<file path="config.mk">
export PLATFORM = sky130hd
export DESIGN_NAME = usb_status_error_irq_logic
export DESIGN_NICKNAME = d
export VERILOG_FILES = /design/src/usb_irq_pkg.sv /design/src/usb_idle_timer.sv /design/src/usb_status_error_irq_logic.sv
export SDC_FILE = /design/constraint.sdc
export NUM_CORES = 1
export LEC_CHECK = 0
export ABC_AREA = 1
export ABC_CLOCK_PERIOD_IN_PS = 4200
export BUFFER_PORTS_ARGS = -buffer_cell sky130_fd_sc_hd__buf_2
export CORE_MARGIN = 1.5
export CORE_UTILIZATION = 35
export CTS_BUF_LIST = sky130_fd_sc_hd__clkbuf_8
export CTS_CLUSTER_DIAMETER = 60
export DETAILED_ROUTE_END_ITERATION = 6
export SLEW_MARGIN = 15
export SYNTH_ARGS = -nofsm -noshare
export SYNTH_HDL_FRONTEND = slang
export SYNTH_SLANG_ARGS = --single-unit
</file>
<file path="constraint.sdc">
create_clock -name clock -period 4.2 [get_ports clock]
set_clock_uncertainty 0.05 [all_clocks]
set_input_delay 0.21 -clock clock [delete_from_list [all_inputs] [get_ports clock]]
set_output_delay 0.21 -clock clock [all_outputs]
set_load 0.02 [all_outputs]
</file>
<file path="src/usb_irq_pkg.sv">
`default_nettype none
package usb_irq_pkg;
   localparam int DATA_W = 8;
   localparam int ADDR_W = 4;

   // Register offsets.
   localparam logic [ADDR_W-1:0] OFS_STATUS     = 4'h0;
   localparam logic [ADDR_W-1:0] OFS_STATUS_EN  = 4'h1;
   localparam logic [ADDR_W-1:0] OFS_ERROR      = 4'h2;
   localparam logic [ADDR_W-1:0] OFS_ERROR_EN   = 4'h3;
   localparam logic [ADDR_W-1:0] OFS_CONTROL    = 4'h4;

   // Status flag positions.
   localparam int ST_BUS_RESET = 0;
   localparam int ST_ERROR_SUM = 1;
   localparam int ST_ACTIVITY  = 2;
   localparam int ST_XFER_DONE = 3;
   localparam int ST_IDLE      = 4;
   localparam int ST_STALL     = 5;
   localparam int ST_SOF       = 6;
   localparam logic [DATA_W-1:0] STATUS_MASK = 8'h7F;

   // Control bit positions.
   localparam int CT_MOD_EN  = 0;
   localparam int CT_SUSPEND = 1;
   localparam int CT_PULLUP  = 2;
   localparam logic [DATA_W-1:0] CONTROL_MASK = 8'h07;

   // Reset values.
   localparam logic [DATA_W-1:0] REG_RESET = 8'h00;

   // Timing.
   localparam int CLK_HZ       = 125_000_000;
   localparam int IDLE_TIME_MS = 3;
   localparam int IDLE_CYCLES  = IDLE_TIME_MS * (CLK_HZ / 1000);
   localparam int SYNC_CYCLES  = 4;
   localparam logic [2:0] SYNC_LOAD = 3'(SYNC_CYCLES);

   typedef enum logic {
      ARM_WAIT_IDLE = 1'b0,
      ARM_READY     = 1'b1
   } arm_state_e;
endpackage
`default_nettype wire

</file>
<file path="src/usb_idle_timer.sv">
`timescale 1ns/1ps
`default_nettype none
module usb_idle_timer #(
   parameter int IDLE_CYCLES = usb_irq_pkg::IDLE_CYCLES
) (
   // Clock and reset.
   input  wire logic clock,
   input  wire logic rstn,
   // Activity in, idle event out.
   input  wire logic traffic,
   output logic      idle_event
);
   localparam int CW = $clog2(IDLE_CYCLES + 2);
   localparam logic [CW-1:0] LIMIT = CW'(IDLE_CYCLES);
   localparam logic [CW-1:0] DONE  = CW'(IDLE_CYCLES + 1);

   logic [CW-1:0] cnt_r;
   logic          idle_event_r;

   // Counts idle cycles, restarts on traffic, saturates once exceeded.
   always_ff @(posedge clock or negedge rstn) begin
      if (!rstn) begin
         cnt_r <= '0;
      end else if (traffic) begin
         cnt_r <= '0;
      end else if (cnt_r != DONE) begin
         cnt_r <= cnt_r + 1'b1;
      end
   end

   // One pulse when the idle time is first exceeded.
   always_ff @(posedge clock or negedge rstn) begin
      if (!rstn) begin
         idle_event_r <= 1'b0;
      end else begin
         idle_event_r <= !traffic && (cnt_r == LIMIT);
      end
   end

   assign idle_event = idle_event_r;
endmodule
`default_nettype wire

</file>
<file path="src/usb_status_error_irq_logic.sv">
// The register addresses and the plain strobed port were decided locally.
`timescale 1ns/1ps
`default_nettype none
module usb_status_error_irq_logic #(
   parameter int IDLE_CYCLES = usb_irq_pkg::IDLE_CYCLES,
   parameter int ERR_W       = usb_irq_pkg::DATA_W
) (
   // Clock and reset.
   input  wire logic                            clock,
   input  wire logic                            rstn,
   // Register port.
   input  wire logic [usb_irq_pkg::ADDR_W-1:0]  reg_addr,
   input  wire logic [usb_irq_pkg::DATA_W-1:0]  reg_wdata,
   input  wire logic                            reg_wr,
   input  wire logic                            reg_rd,
   output logic      [usb_irq_pkg::DATA_W-1:0]  reg_rdata,
   // Serial interface engine events.
   input  wire logic                            sie_bus_reset,
   input  wire logic                            sie_transfer_done,
   input  wire logic                            sie_stall,
   input  wire logic                            sie_sof,
   input  wire logic                            sie_token_seen,
   input  wire logic [ERR_W-1:0]                sie_errors,
   // Bus line activity from the pins.
   input  wire logic                            line_activity,
   // Outputs.
   output logic                                 cpu_usb_irq_request,
   output logic                                 module_enable_out,
   output logic                                 suspend_out,
   output logic                                 pullup_enable_out
);
   localparam int DW = usb_irq_pkg::DATA_W;

   logic [DW-1:0]    status_r;
   logic [DW-1:0]    status_nxt;
   logic [DW-1:0]    status_en_r;
   logic [ERR_W-1:0] error_r;
   logic [ERR_W-1:0] error_nxt;
   logic [ERR_W-1:0] error_en_r;
   logic [DW-1:0]    control_r;
   logic [DW-1:0]    rdata_r;
   logic             irq_r;
   logic             line_meta_r;
   logic             line_sync_r;
   logic             traffic;
   logic             idle_event;
   logic             act_set;
   logic             clear_block;
   logic             err_summary;
   logic [2:0]       sync_cnt_r;
   logic             wr_status;
   logic             wr_error;
   usb_irq_pkg::arm_state_e arm_r;

   // The address is an argument so that every caller is sensitive to it.
   function automatic logic hit(input logic [usb_irq_pkg::ADDR_W-1:0] addr,
                                input logic [usb_irq_pkg::ADDR_W-1:0] ofs);
      hit = addr == ofs;
   endfunction

   assign wr_status = reg_wr && hit(reg_addr, usb_irq_pkg::OFS_STATUS);
   assign wr_error  = reg_wr && hit(reg_addr, usb_irq_pkg::OFS_ERROR);

   // Two-stage synchroniser for the asynchronous line activity.
   always_ff @(posedge clock or negedge rstn) begin
      if (!rstn) begin
         line_meta_r <= 1'b0;
         line_sync_r <= 1'b0;
      end else begin
         line_meta_r <= line_activity;
         line_sync_r <= line_meta_r;
      end
   end

   assign traffic = sie_token_seen || line_sync_r;

   usb_idle_timer #(
      .IDLE_CYCLES (IDLE_CYCLES)
   ) u_idle (
      .clock      (clock),
      .rstn       (rstn),
      .traffic    (traffic),
      .idle_event (idle_event)
   );

   // Activity re-arm: armed by an idle event, disarmed by the activity set.
   always_ff @(posedge clock or negedge rstn) begin
      if (!rstn) begin
         arm_r <= usb_irq_pkg::ARM_WAIT_IDLE;
      end else begin
         unique case (arm_r)
            usb_irq_pkg::ARM_WAIT_IDLE: begin
               if (idle_event) begin
                  arm_r <= usb_irq_pkg::ARM_READY;
               end
            end
            usb_irq_pkg::ARM_READY: begin
               if (traffic) begin
                  arm_r <= usb_irq_pkg::ARM_WAIT_IDLE;
               end
            end
         endcase
      end
   end

   assign act_set = (arm_r == usb_irq_pkg::ARM_READY) && traffic;

   // Wake synchronisation window after the suspend bit falls.
   always_ff @(posedge clock or negedge rstn) begin
      if (!rstn) begin
         sync_cnt_r <= 3'h0;
      end else if (control_r[usb_irq_pkg::CT_SUSPEND]) begin
         sync_cnt_r <= usb_irq_pkg::SYNC_LOAD;
      end else if (sync_cnt_r != 3'h0) begin
         sync_cnt_r <= sync_cnt_r - 3'h1;
      end
   end

   assign clear_block = control_r[usb_irq_pkg::CT_SUSPEND]
                        || (sync_cnt_r != 3'h0);

   assign err_summary = |(error_r & error_en_r);

   // Status flags: write stores the value except a clear of activity while suspended or in the wake window, hardware sets win over clears.
   always_comb begin
      status_nxt = status_r;
      if (wr_status) begin
         status_nxt = reg_wdata & usb_irq_pkg::STATUS_MASK;
         if (clear_block) begin
            status_nxt[usb_irq_pkg::ST_ACTIVITY] =
               status_r[usb_irq_pkg::ST_ACTIVITY]
               | reg_wdata[usb_irq_pkg::ST_ACTIVITY];
         end
      end
      // Flags set regardless of the status enables.
      if (sie_bus_reset) begin
         status_nxt[usb_irq_pkg::ST_BUS_RESET] = 1'b1;
      end
      if (err_summary) begin
         status_nxt[usb_irq_pkg::ST_ERROR_SUM] = 1'b1;
      end
      if (act_set) begin
         status_nxt[usb_irq_pkg::ST_ACTIVITY] = 1'b1;
      end
      if (sie_transfer_done) begin
         status_nxt[usb_irq_pkg::ST_XFER_DONE] = 1'b1;
      end
      if (idle_event) begin
         status_nxt[usb_irq_pkg::ST_IDLE] = 1'b1;
      end
      if (sie_stall) begin
         status_nxt[usb_irq_pkg::ST_STALL] = 1'b1;
      end
      if (sie_sof) begin
         status_nxt[usb_irq_pkg::ST_SOF] = 1'b1;
      end
   end

   always_ff @(posedge clock or negedge rstn) begin
      if (!rstn) begin
         status_r <= usb_irq_pkg::REG_RESET;
      end else begin
         status_r <= status_nxt;
      end
   end

   // Error flags set in the cycle of detection, kept until software clears.
   always_comb begin
      error_nxt = error_r;
      if (wr_error) begin
         error_nxt = reg_wdata[ERR_W-1:0];
      end
      error_nxt = error_nxt | sie_errors;
   end

   always_ff @(posedge clock or negedge rstn) begin
      if (!rstn) begin
         error_r <= ERR_W'(usb_irq_pkg::REG_RESET);
      end else begin
         error_r <= error_nxt;
      end
   end

   // Enable and control registers.
   always_ff @(posedge clock or negedge rstn) begin
      if (!rstn) begin
         status_en_r <= usb_irq_pkg::REG_RESET;
         error_en_r  <= ERR_W'(usb_irq_pkg::REG_RESET);
         control_r   <= usb_irq_pkg::REG_RESET;
      end else if (reg_wr) begin
         if (hit(reg_addr, usb_irq_pkg::OFS_STATUS_EN)) begin
            status_en_r <= reg_wdata & usb_irq_pkg::STATUS_MASK;
         end
         if (hit(reg_addr, usb_irq_pkg::OFS_ERROR_EN)) begin
            error_en_r <= reg_wdata[ERR_W-1:0];
         end
         if (hit(reg_addr, usb_irq_pkg::OFS_CONTROL)) begin
            control_r <= reg_wdata & usb_irq_pkg::CONTROL_MASK;
         end
      end
   end

   // Read data stand only in the cycle after the read strobe.
   always_ff @(posedge clock or negedge rstn) begin
      if (!rstn) begin
         rdata_r <= usb_irq_pkg::REG_RESET;
      end else if (reg_rd) begin
         unique case (reg_addr)
            usb_irq_pkg::OFS_STATUS:    rdata_r <= status_r;
            usb_irq_pkg::OFS_STATUS_EN: rdata_r <= status_en_r;
            usb_irq_pkg::OFS_ERROR:     rdata_r <= DW'(error_r);
            usb_irq_pkg::OFS_ERROR_EN:  rdata_r <= DW'(error_en_r);
            usb_irq_pkg::OFS_CONTROL:   rdata_r <= control_r;
            default:                    rdata_r <= usb_irq_pkg::REG_RESET;
         endcase
      end else begin
         rdata_r <= usb_irq_pkg::REG_RESET;
      end
   end

   // Single CPU interrupt from all enabled status flags.
   always_ff @(posedge clock or negedge rstn) begin
      if (!rstn) begin
         irq_r <= 1'b0;
      end else begin
         irq_r <= |(status_r & status_en_r);
      end
   end

   assign reg_rdata           = rdata_r;
   assign cpu_usb_irq_request = irq_r;
   assign module_enable_out   = control_r[usb_irq_pkg::CT_MOD_EN];
   assign suspend_out         = control_r[usb_irq_pkg::CT_SUSPEND];
   // The pull-up ignores the suspend bit.
   assign pullup_enable_out   = control_r[usb_irq_pkg::CT_PULLUP]
                                && control_r[usb_irq_pkg::CT_MOD_EN];
endmodule
`default_nettype wire

</file>
# After elaboration in Yosys (flattened, before gate mapping)
# Index checks and enable logic that the tools add are counted.
classes:
  n_mux: 19
  eq_ne: 6
  bitwise_logic: 5
  n_addsub: 2
  reduce_logical: 24
op_table:
  columns: ["op", "n"]
  rows:
  - ["one-hot mux 8 bit (5 select lines)", 1]
  - ["2-to-1 mux 19 bit", 2]
  - ["adder 19 x 1 -> 19 bit, second input constant", 1]
  - ["== test 19 bit, second input constant", 1]
  - ["!= test 19 bit, second input constant", 1]
  - ["nonzero test 2 bit", 9]
  - ["2-to-1 mux 8 bit", 2]
  - ["OR reduction 8 bit", 2]
  - ["2-to-1 mux 1 bit", 10]
  - ["AND 8 bit", 1]
  - ["== test 4 x 2 -> 1 bit, second input constant", 2]
  - ["bitwise OR 8 bit", 1]
  - ["AND 7 bit", 1]
  - ["2-to-1 mux 7 bit", 1]
  - ["2-to-1 mux 3 bit", 2]
  - ["AND reduction 2 bit", 3]
  - ["logical AND 1 bit", 5]
  - ["== test 4 x 1 -> 1 bit, second input constant", 1]
  - ["== test 4 x 3 -> 1 bit, second input constant", 1]
  - ["logical NOT 4 bit", 1]
  - ["nonzero test 3 bit", 1]
  - ["subtractor 3 x 1 -> 3 bit, second input constant", 1]
  - ["logical OR 1 bit", 2]
  - ["one-hot mux 1 bit (2 select lines)", 1]
  - ["other kinds (3)", 3]
totals:
  register_bits: 68
  in_bits: 30

# Longest topological paths before layout
logic_depth:
  word_depth: 5
  ltp_mapped: 9

# By module
# From an unflattened synthesis, not the netlist that was laid out.
hier_totals:
  cells_unflattened: 453
  hier_area_um2: 3555.9
by_module_without_submodules:
  columns: ["module", "area_each_um2", "seq_area_each_um2", "cells_per_inst", "instances"]
  rows:
  - ["usb_status_error_irq_logic", 2287.2, 1201.2, 267, 1]
  - ["usb_idle_timer", 1268.7, 500.5, 186, 1]

# Least setup slack after synthesis
# OpenSTA, ideal clock, no wires.
synth_timing:
  path_kind: "register to register"
  start: "register u_idle.cnt_r[0]"
  end: "register u_idle.cnt_r[16]"
  path_stages_with_launch: 8
  path_buffers: 0
  arrival_ps: 1212
  synth_period_minus_slack_ps: 1385
  slack_ps: 2815
  cell_sequence: "dfrtp_1 ha_1 inv_1 nor2_1 nand2_1 nor2_1 xor2_1 nor2_1"
synth_via:
  elab_chain_len: 3
synth_rtl:
  columns: ["item", "line_no", "text"]
  rows:
  - ["start, declared", "usb_idle_timer.sv:17", "logic [CW-1:0] cnt_r;"]
  - ["start signal, assigned", "usb_idle_timer.sv:27", "cnt_r <= cnt_r + 1'b1;"]
  - ["adder 19 x 1 -> 19 bit", "usb_idle_timer.sv:27", null]
  - ["2-to-1 mux 19 bit", "usb_idle_timer.sv:26", "end else if (cnt_r != DONE) begin"]
  - ["2-to-1 mux 19 bit", "usb_idle_timer.sv:24", "end else if (traffic) begin"]
# Several ways; a longest one is shown, not always the timed one. The select of a mux whose other input is x is not followed.
# A chain may end at the register's enable or synchronous reset.

# Worst setup path after layout
layout_timing:
  start: "register line_sync_r"
  end: "register u_idle.cnt_r[9]"
layout_via:
  elab_chain_len: 2
layout_rtl:
  columns: ["item", "line_no", "text"]
  rows:
  - ["start, declared", "usb_status_error_irq_logic.sv:44", "logic line_sync_r;"]
  - ["start signal, assigned", "usb_status_error_irq_logic.sv:71", "line_sync_r <= line_meta_r;"]
  - ["logical OR 1 bit (*)", "usb_status_error_irq_logic.sv:75", "assign traffic = sie_token_seen || line_sync_r;"]
  - ["2-to-1 mux 19 bit / nonzero test 2 bit (equally long branches)", null, null]
# Every way passes the cells marked *; elsewhere a longest branch is shown, timed or not.

==> metrics <==
relative slew slack=between 30% and 40%; ys flop type=dfrtp_1; dominant cell type by area after synthesis=dfrtp_1; core area=around 9400 um2; final hold vios=0; Post-CTS Setup Inserts=0; most used standard cell by instance count after synthesis=nand2_1; Worst Path Max Fanout=17; via count=approximately 2800; die area=about 10000 um2; Final Critical Period=between 1.5 and 2 ns; total track usage=between 15 and 20%; clock share of power=between 30% and 40%; leakage power=between 1.5 and 2 nW; number of CTS-inserted buffers=9; top cells by area, synth=dfrtp_1 (50%), nand2_1 (9.5%), nor2_1 (6.8%), inv_1 (6.2%), o21ai_0 (4.2%); worst hold margin=about 0.018 ns; Worst Max-Slew Pin Slew=0.9839 ns; unrepaired setup endpoints after global routing=false; Final Cycle Share=between 40 and 50%; initial antenna violation count=0; pre-CTS setup slack=2.327 ns; die height=102.0 um; setup_tns=0 ns; worst setup path class=flip-flop to flip-flop; Async SR Flop Fraction=between 90% and 100%; fraction of layout cells with a size suffix above 1=around 15%; diode count=0; final setup violation count=0; status=finished clean; Pwr Total=approximately 1.6 mW; nets@finish=~500; post-layout util=between 40% and 50%; IO Pins=42; CTS Buffer Depth=2; WL/cell=roughly 13 um; Initial DRC Count=134; Port Buffers=41; Clock Latency Late Sink=roughly 0.34 ns; type of origin of the critical path=flip-flop; Net Count, Synth=460; Seq/Total Area, Yosys=a little under 50%; Reg clk slew, reported paths=roughly 0.080 ns; Sw Ratio=roughly 28%; number of global-route vias before repair=around 2800; fmax=0.5518 GHz; gp weighted congestion=approximately 0.90; DRC=0; Unique masters post-synth=34; Yosys warning total=0; design internal power=about 1.2 mW; detailed placement HPWL=about 6000 um; Area Growth Syn to Fin=16.94%; Root Driver=clkbuf_8; Synth top area share=~50%; row count=35; total gr overflow=0; most frequent cells after synthesis=nand2_1 (87), dfrtp_1 (68), nor2_1 (62), inv_1 (57), o21ai_0 (29); DP Area=3752 um2; CTS tree=done; placed instance count=590; Critical Path RT=4.41 ns; Hold Crit Class=input pin to flip-flop; EDFF count, synth=0; largest net degree at the start of global routing=38; clock sink count=between 60 and 70; pwr dens=approximately 410 nW/um2; Antenna Violating Nets Remaining=0; Seq pwr share=a little under half; net switching power=between 0.4 and 0.5 mW; Initial Utilization=roughly 37%; Syn Std Cell Area=about 3400 um2; H-tree depth=3; worst-case vdd ir drop=~0.18 mV; Logic pwr share=roughly 14%; Pre-antenna DRT Iters=4; max-slew violation count=0; first-pass GRT wire length=13390 um; Final WS setup=2.388 ns; #FFs+latches synth=68; Via-to-Cell Ratio=around 4.7; Worst Path Arrival=between 2 and 2.5 ns; Post-Layout Inst Area=4008 um2; Gate Count Post-Synth=~430; Die Span X=just over 100 um; syn_area_per_cell=8.064 um2; DRT Wirelength=between 8000 and 9000 um; post-route insts no fill=approximately 610; CP endpoint kind=flip-flop; max cap viols=0
==> critical path, cell delays in order, from the launching register on <==
cell and delay, ns:
dfrtp_1 0.36, nor2_1 0.75, inv_1 0.32, nor3_1 0.25
==> metal layers <==
metal / vias to the layer above / GRT usage, % / wire, um
met5: - / 0 / 0
met4: 0 / 6.112 / 126
met3: 12 / 3.557 / 329
met2: 69 / 26.21 / 3639
met1: 1284 / 22.74 / 3936
li1: 1470 / - / -
==> kinds of logic after synthesis <==
group / share of synthesized area, %
xor+xnor: 1.533
simple gates: 26.65
compound gates: 12.41
fa+ha+maj: 1.825
flops: 49.65
buf+inv: 7.922
==> final cells by class <==
class / instances / area (um2)
tap: 129 / 161.4
timing repair buffer: 44 / 232.7
multi-input combinational: 292 / 1454
inverter: 59 / 222.7
clock buffer: 11 / 151.4
clock inverter: 5 / 83.83
fill: 991 / 5364
sequential: 68 / 1702
==> layout by cell type (no fill, tap or decap), drive strengths merged, types with 2 or more instances in the layout <==
master | netlist | layout
nand4 | 14 | 14
ha | 5 | 5
clkinvlp | 0 | 2
o211ai | 2 | 2
nand2 | 90 | 90
bufinv | 0 | 2
dfrtp | 68 | 68
a21oi | 22 | 22
nor3 | 5 | 5
nand3 | 24 | 24
nor2 | 66 | 66
o22ai | 5 | 5
buf | 6 | 42
xor2 | 5 | 5
inv | 58 | 58
clkbuf | 0 | 11
o21ai | 46 | 46
dlygate4sd3 | 0 | 2
clkinv | 1 | 2
==> final timing paths <==
kind,startpoint,end,slack [ns],depth (start not counted)
setup / recovery,line_sync_r,u_idle.cnt_r[9],2.39,3
hold / removal,sie_errors[0],error_r[0],0.02,3
setup reg to reg,line_sync_r,u_idle.cnt_r[9],2.39,3
hold reg to reg,line_meta_r,line_sync_r,0.31,0
max in group asynchronous,rstn,error_r[5],2.73,3
min in group asynchronous,rstn,u_idle.cnt_r[12],0.40,2
==> sequential cells by signal, indices dropped and copies added, names as in the netlist <==
| signal | count |
|---|---|
| u_idle.cnt_r | 19 |
| cpu_usb_irq_request | 1 |
| error_r | 8 |
| status_en_r | 7 |
| line_meta_r | 1 |
| u_idle.idle_event | 1 |
| sync_cnt_r | 3 |
| control_r | 3 |
| status_r | 7 |
| line_sync_r | 1 |
| arm_r | 1 |
| error_en_r | 8 |
| reg_rdata | 8 |
==> power by group through the flow <==
stage          registers (mW)  clock network (mW)  logic (mW)
2_1_floorplan           0.777                   0       0.141
3_3_place_gp            0.774                   0       0.226
3_5_place_dp            0.775                   0       0.233
4_1_cts                 0.763               0.647       0.234
5_1_grt                 0.773               0.666       0.267
6_report                0.764               0.632       0.230
==> what timing repair did <==
item	4_1_cts	5_1_grt
hold endpoints to repair	32	0
hold buffers	2	0
setup endpoints to repair	0	0
gates resized for setup	0	0
(Power assumes the default switching activity.)
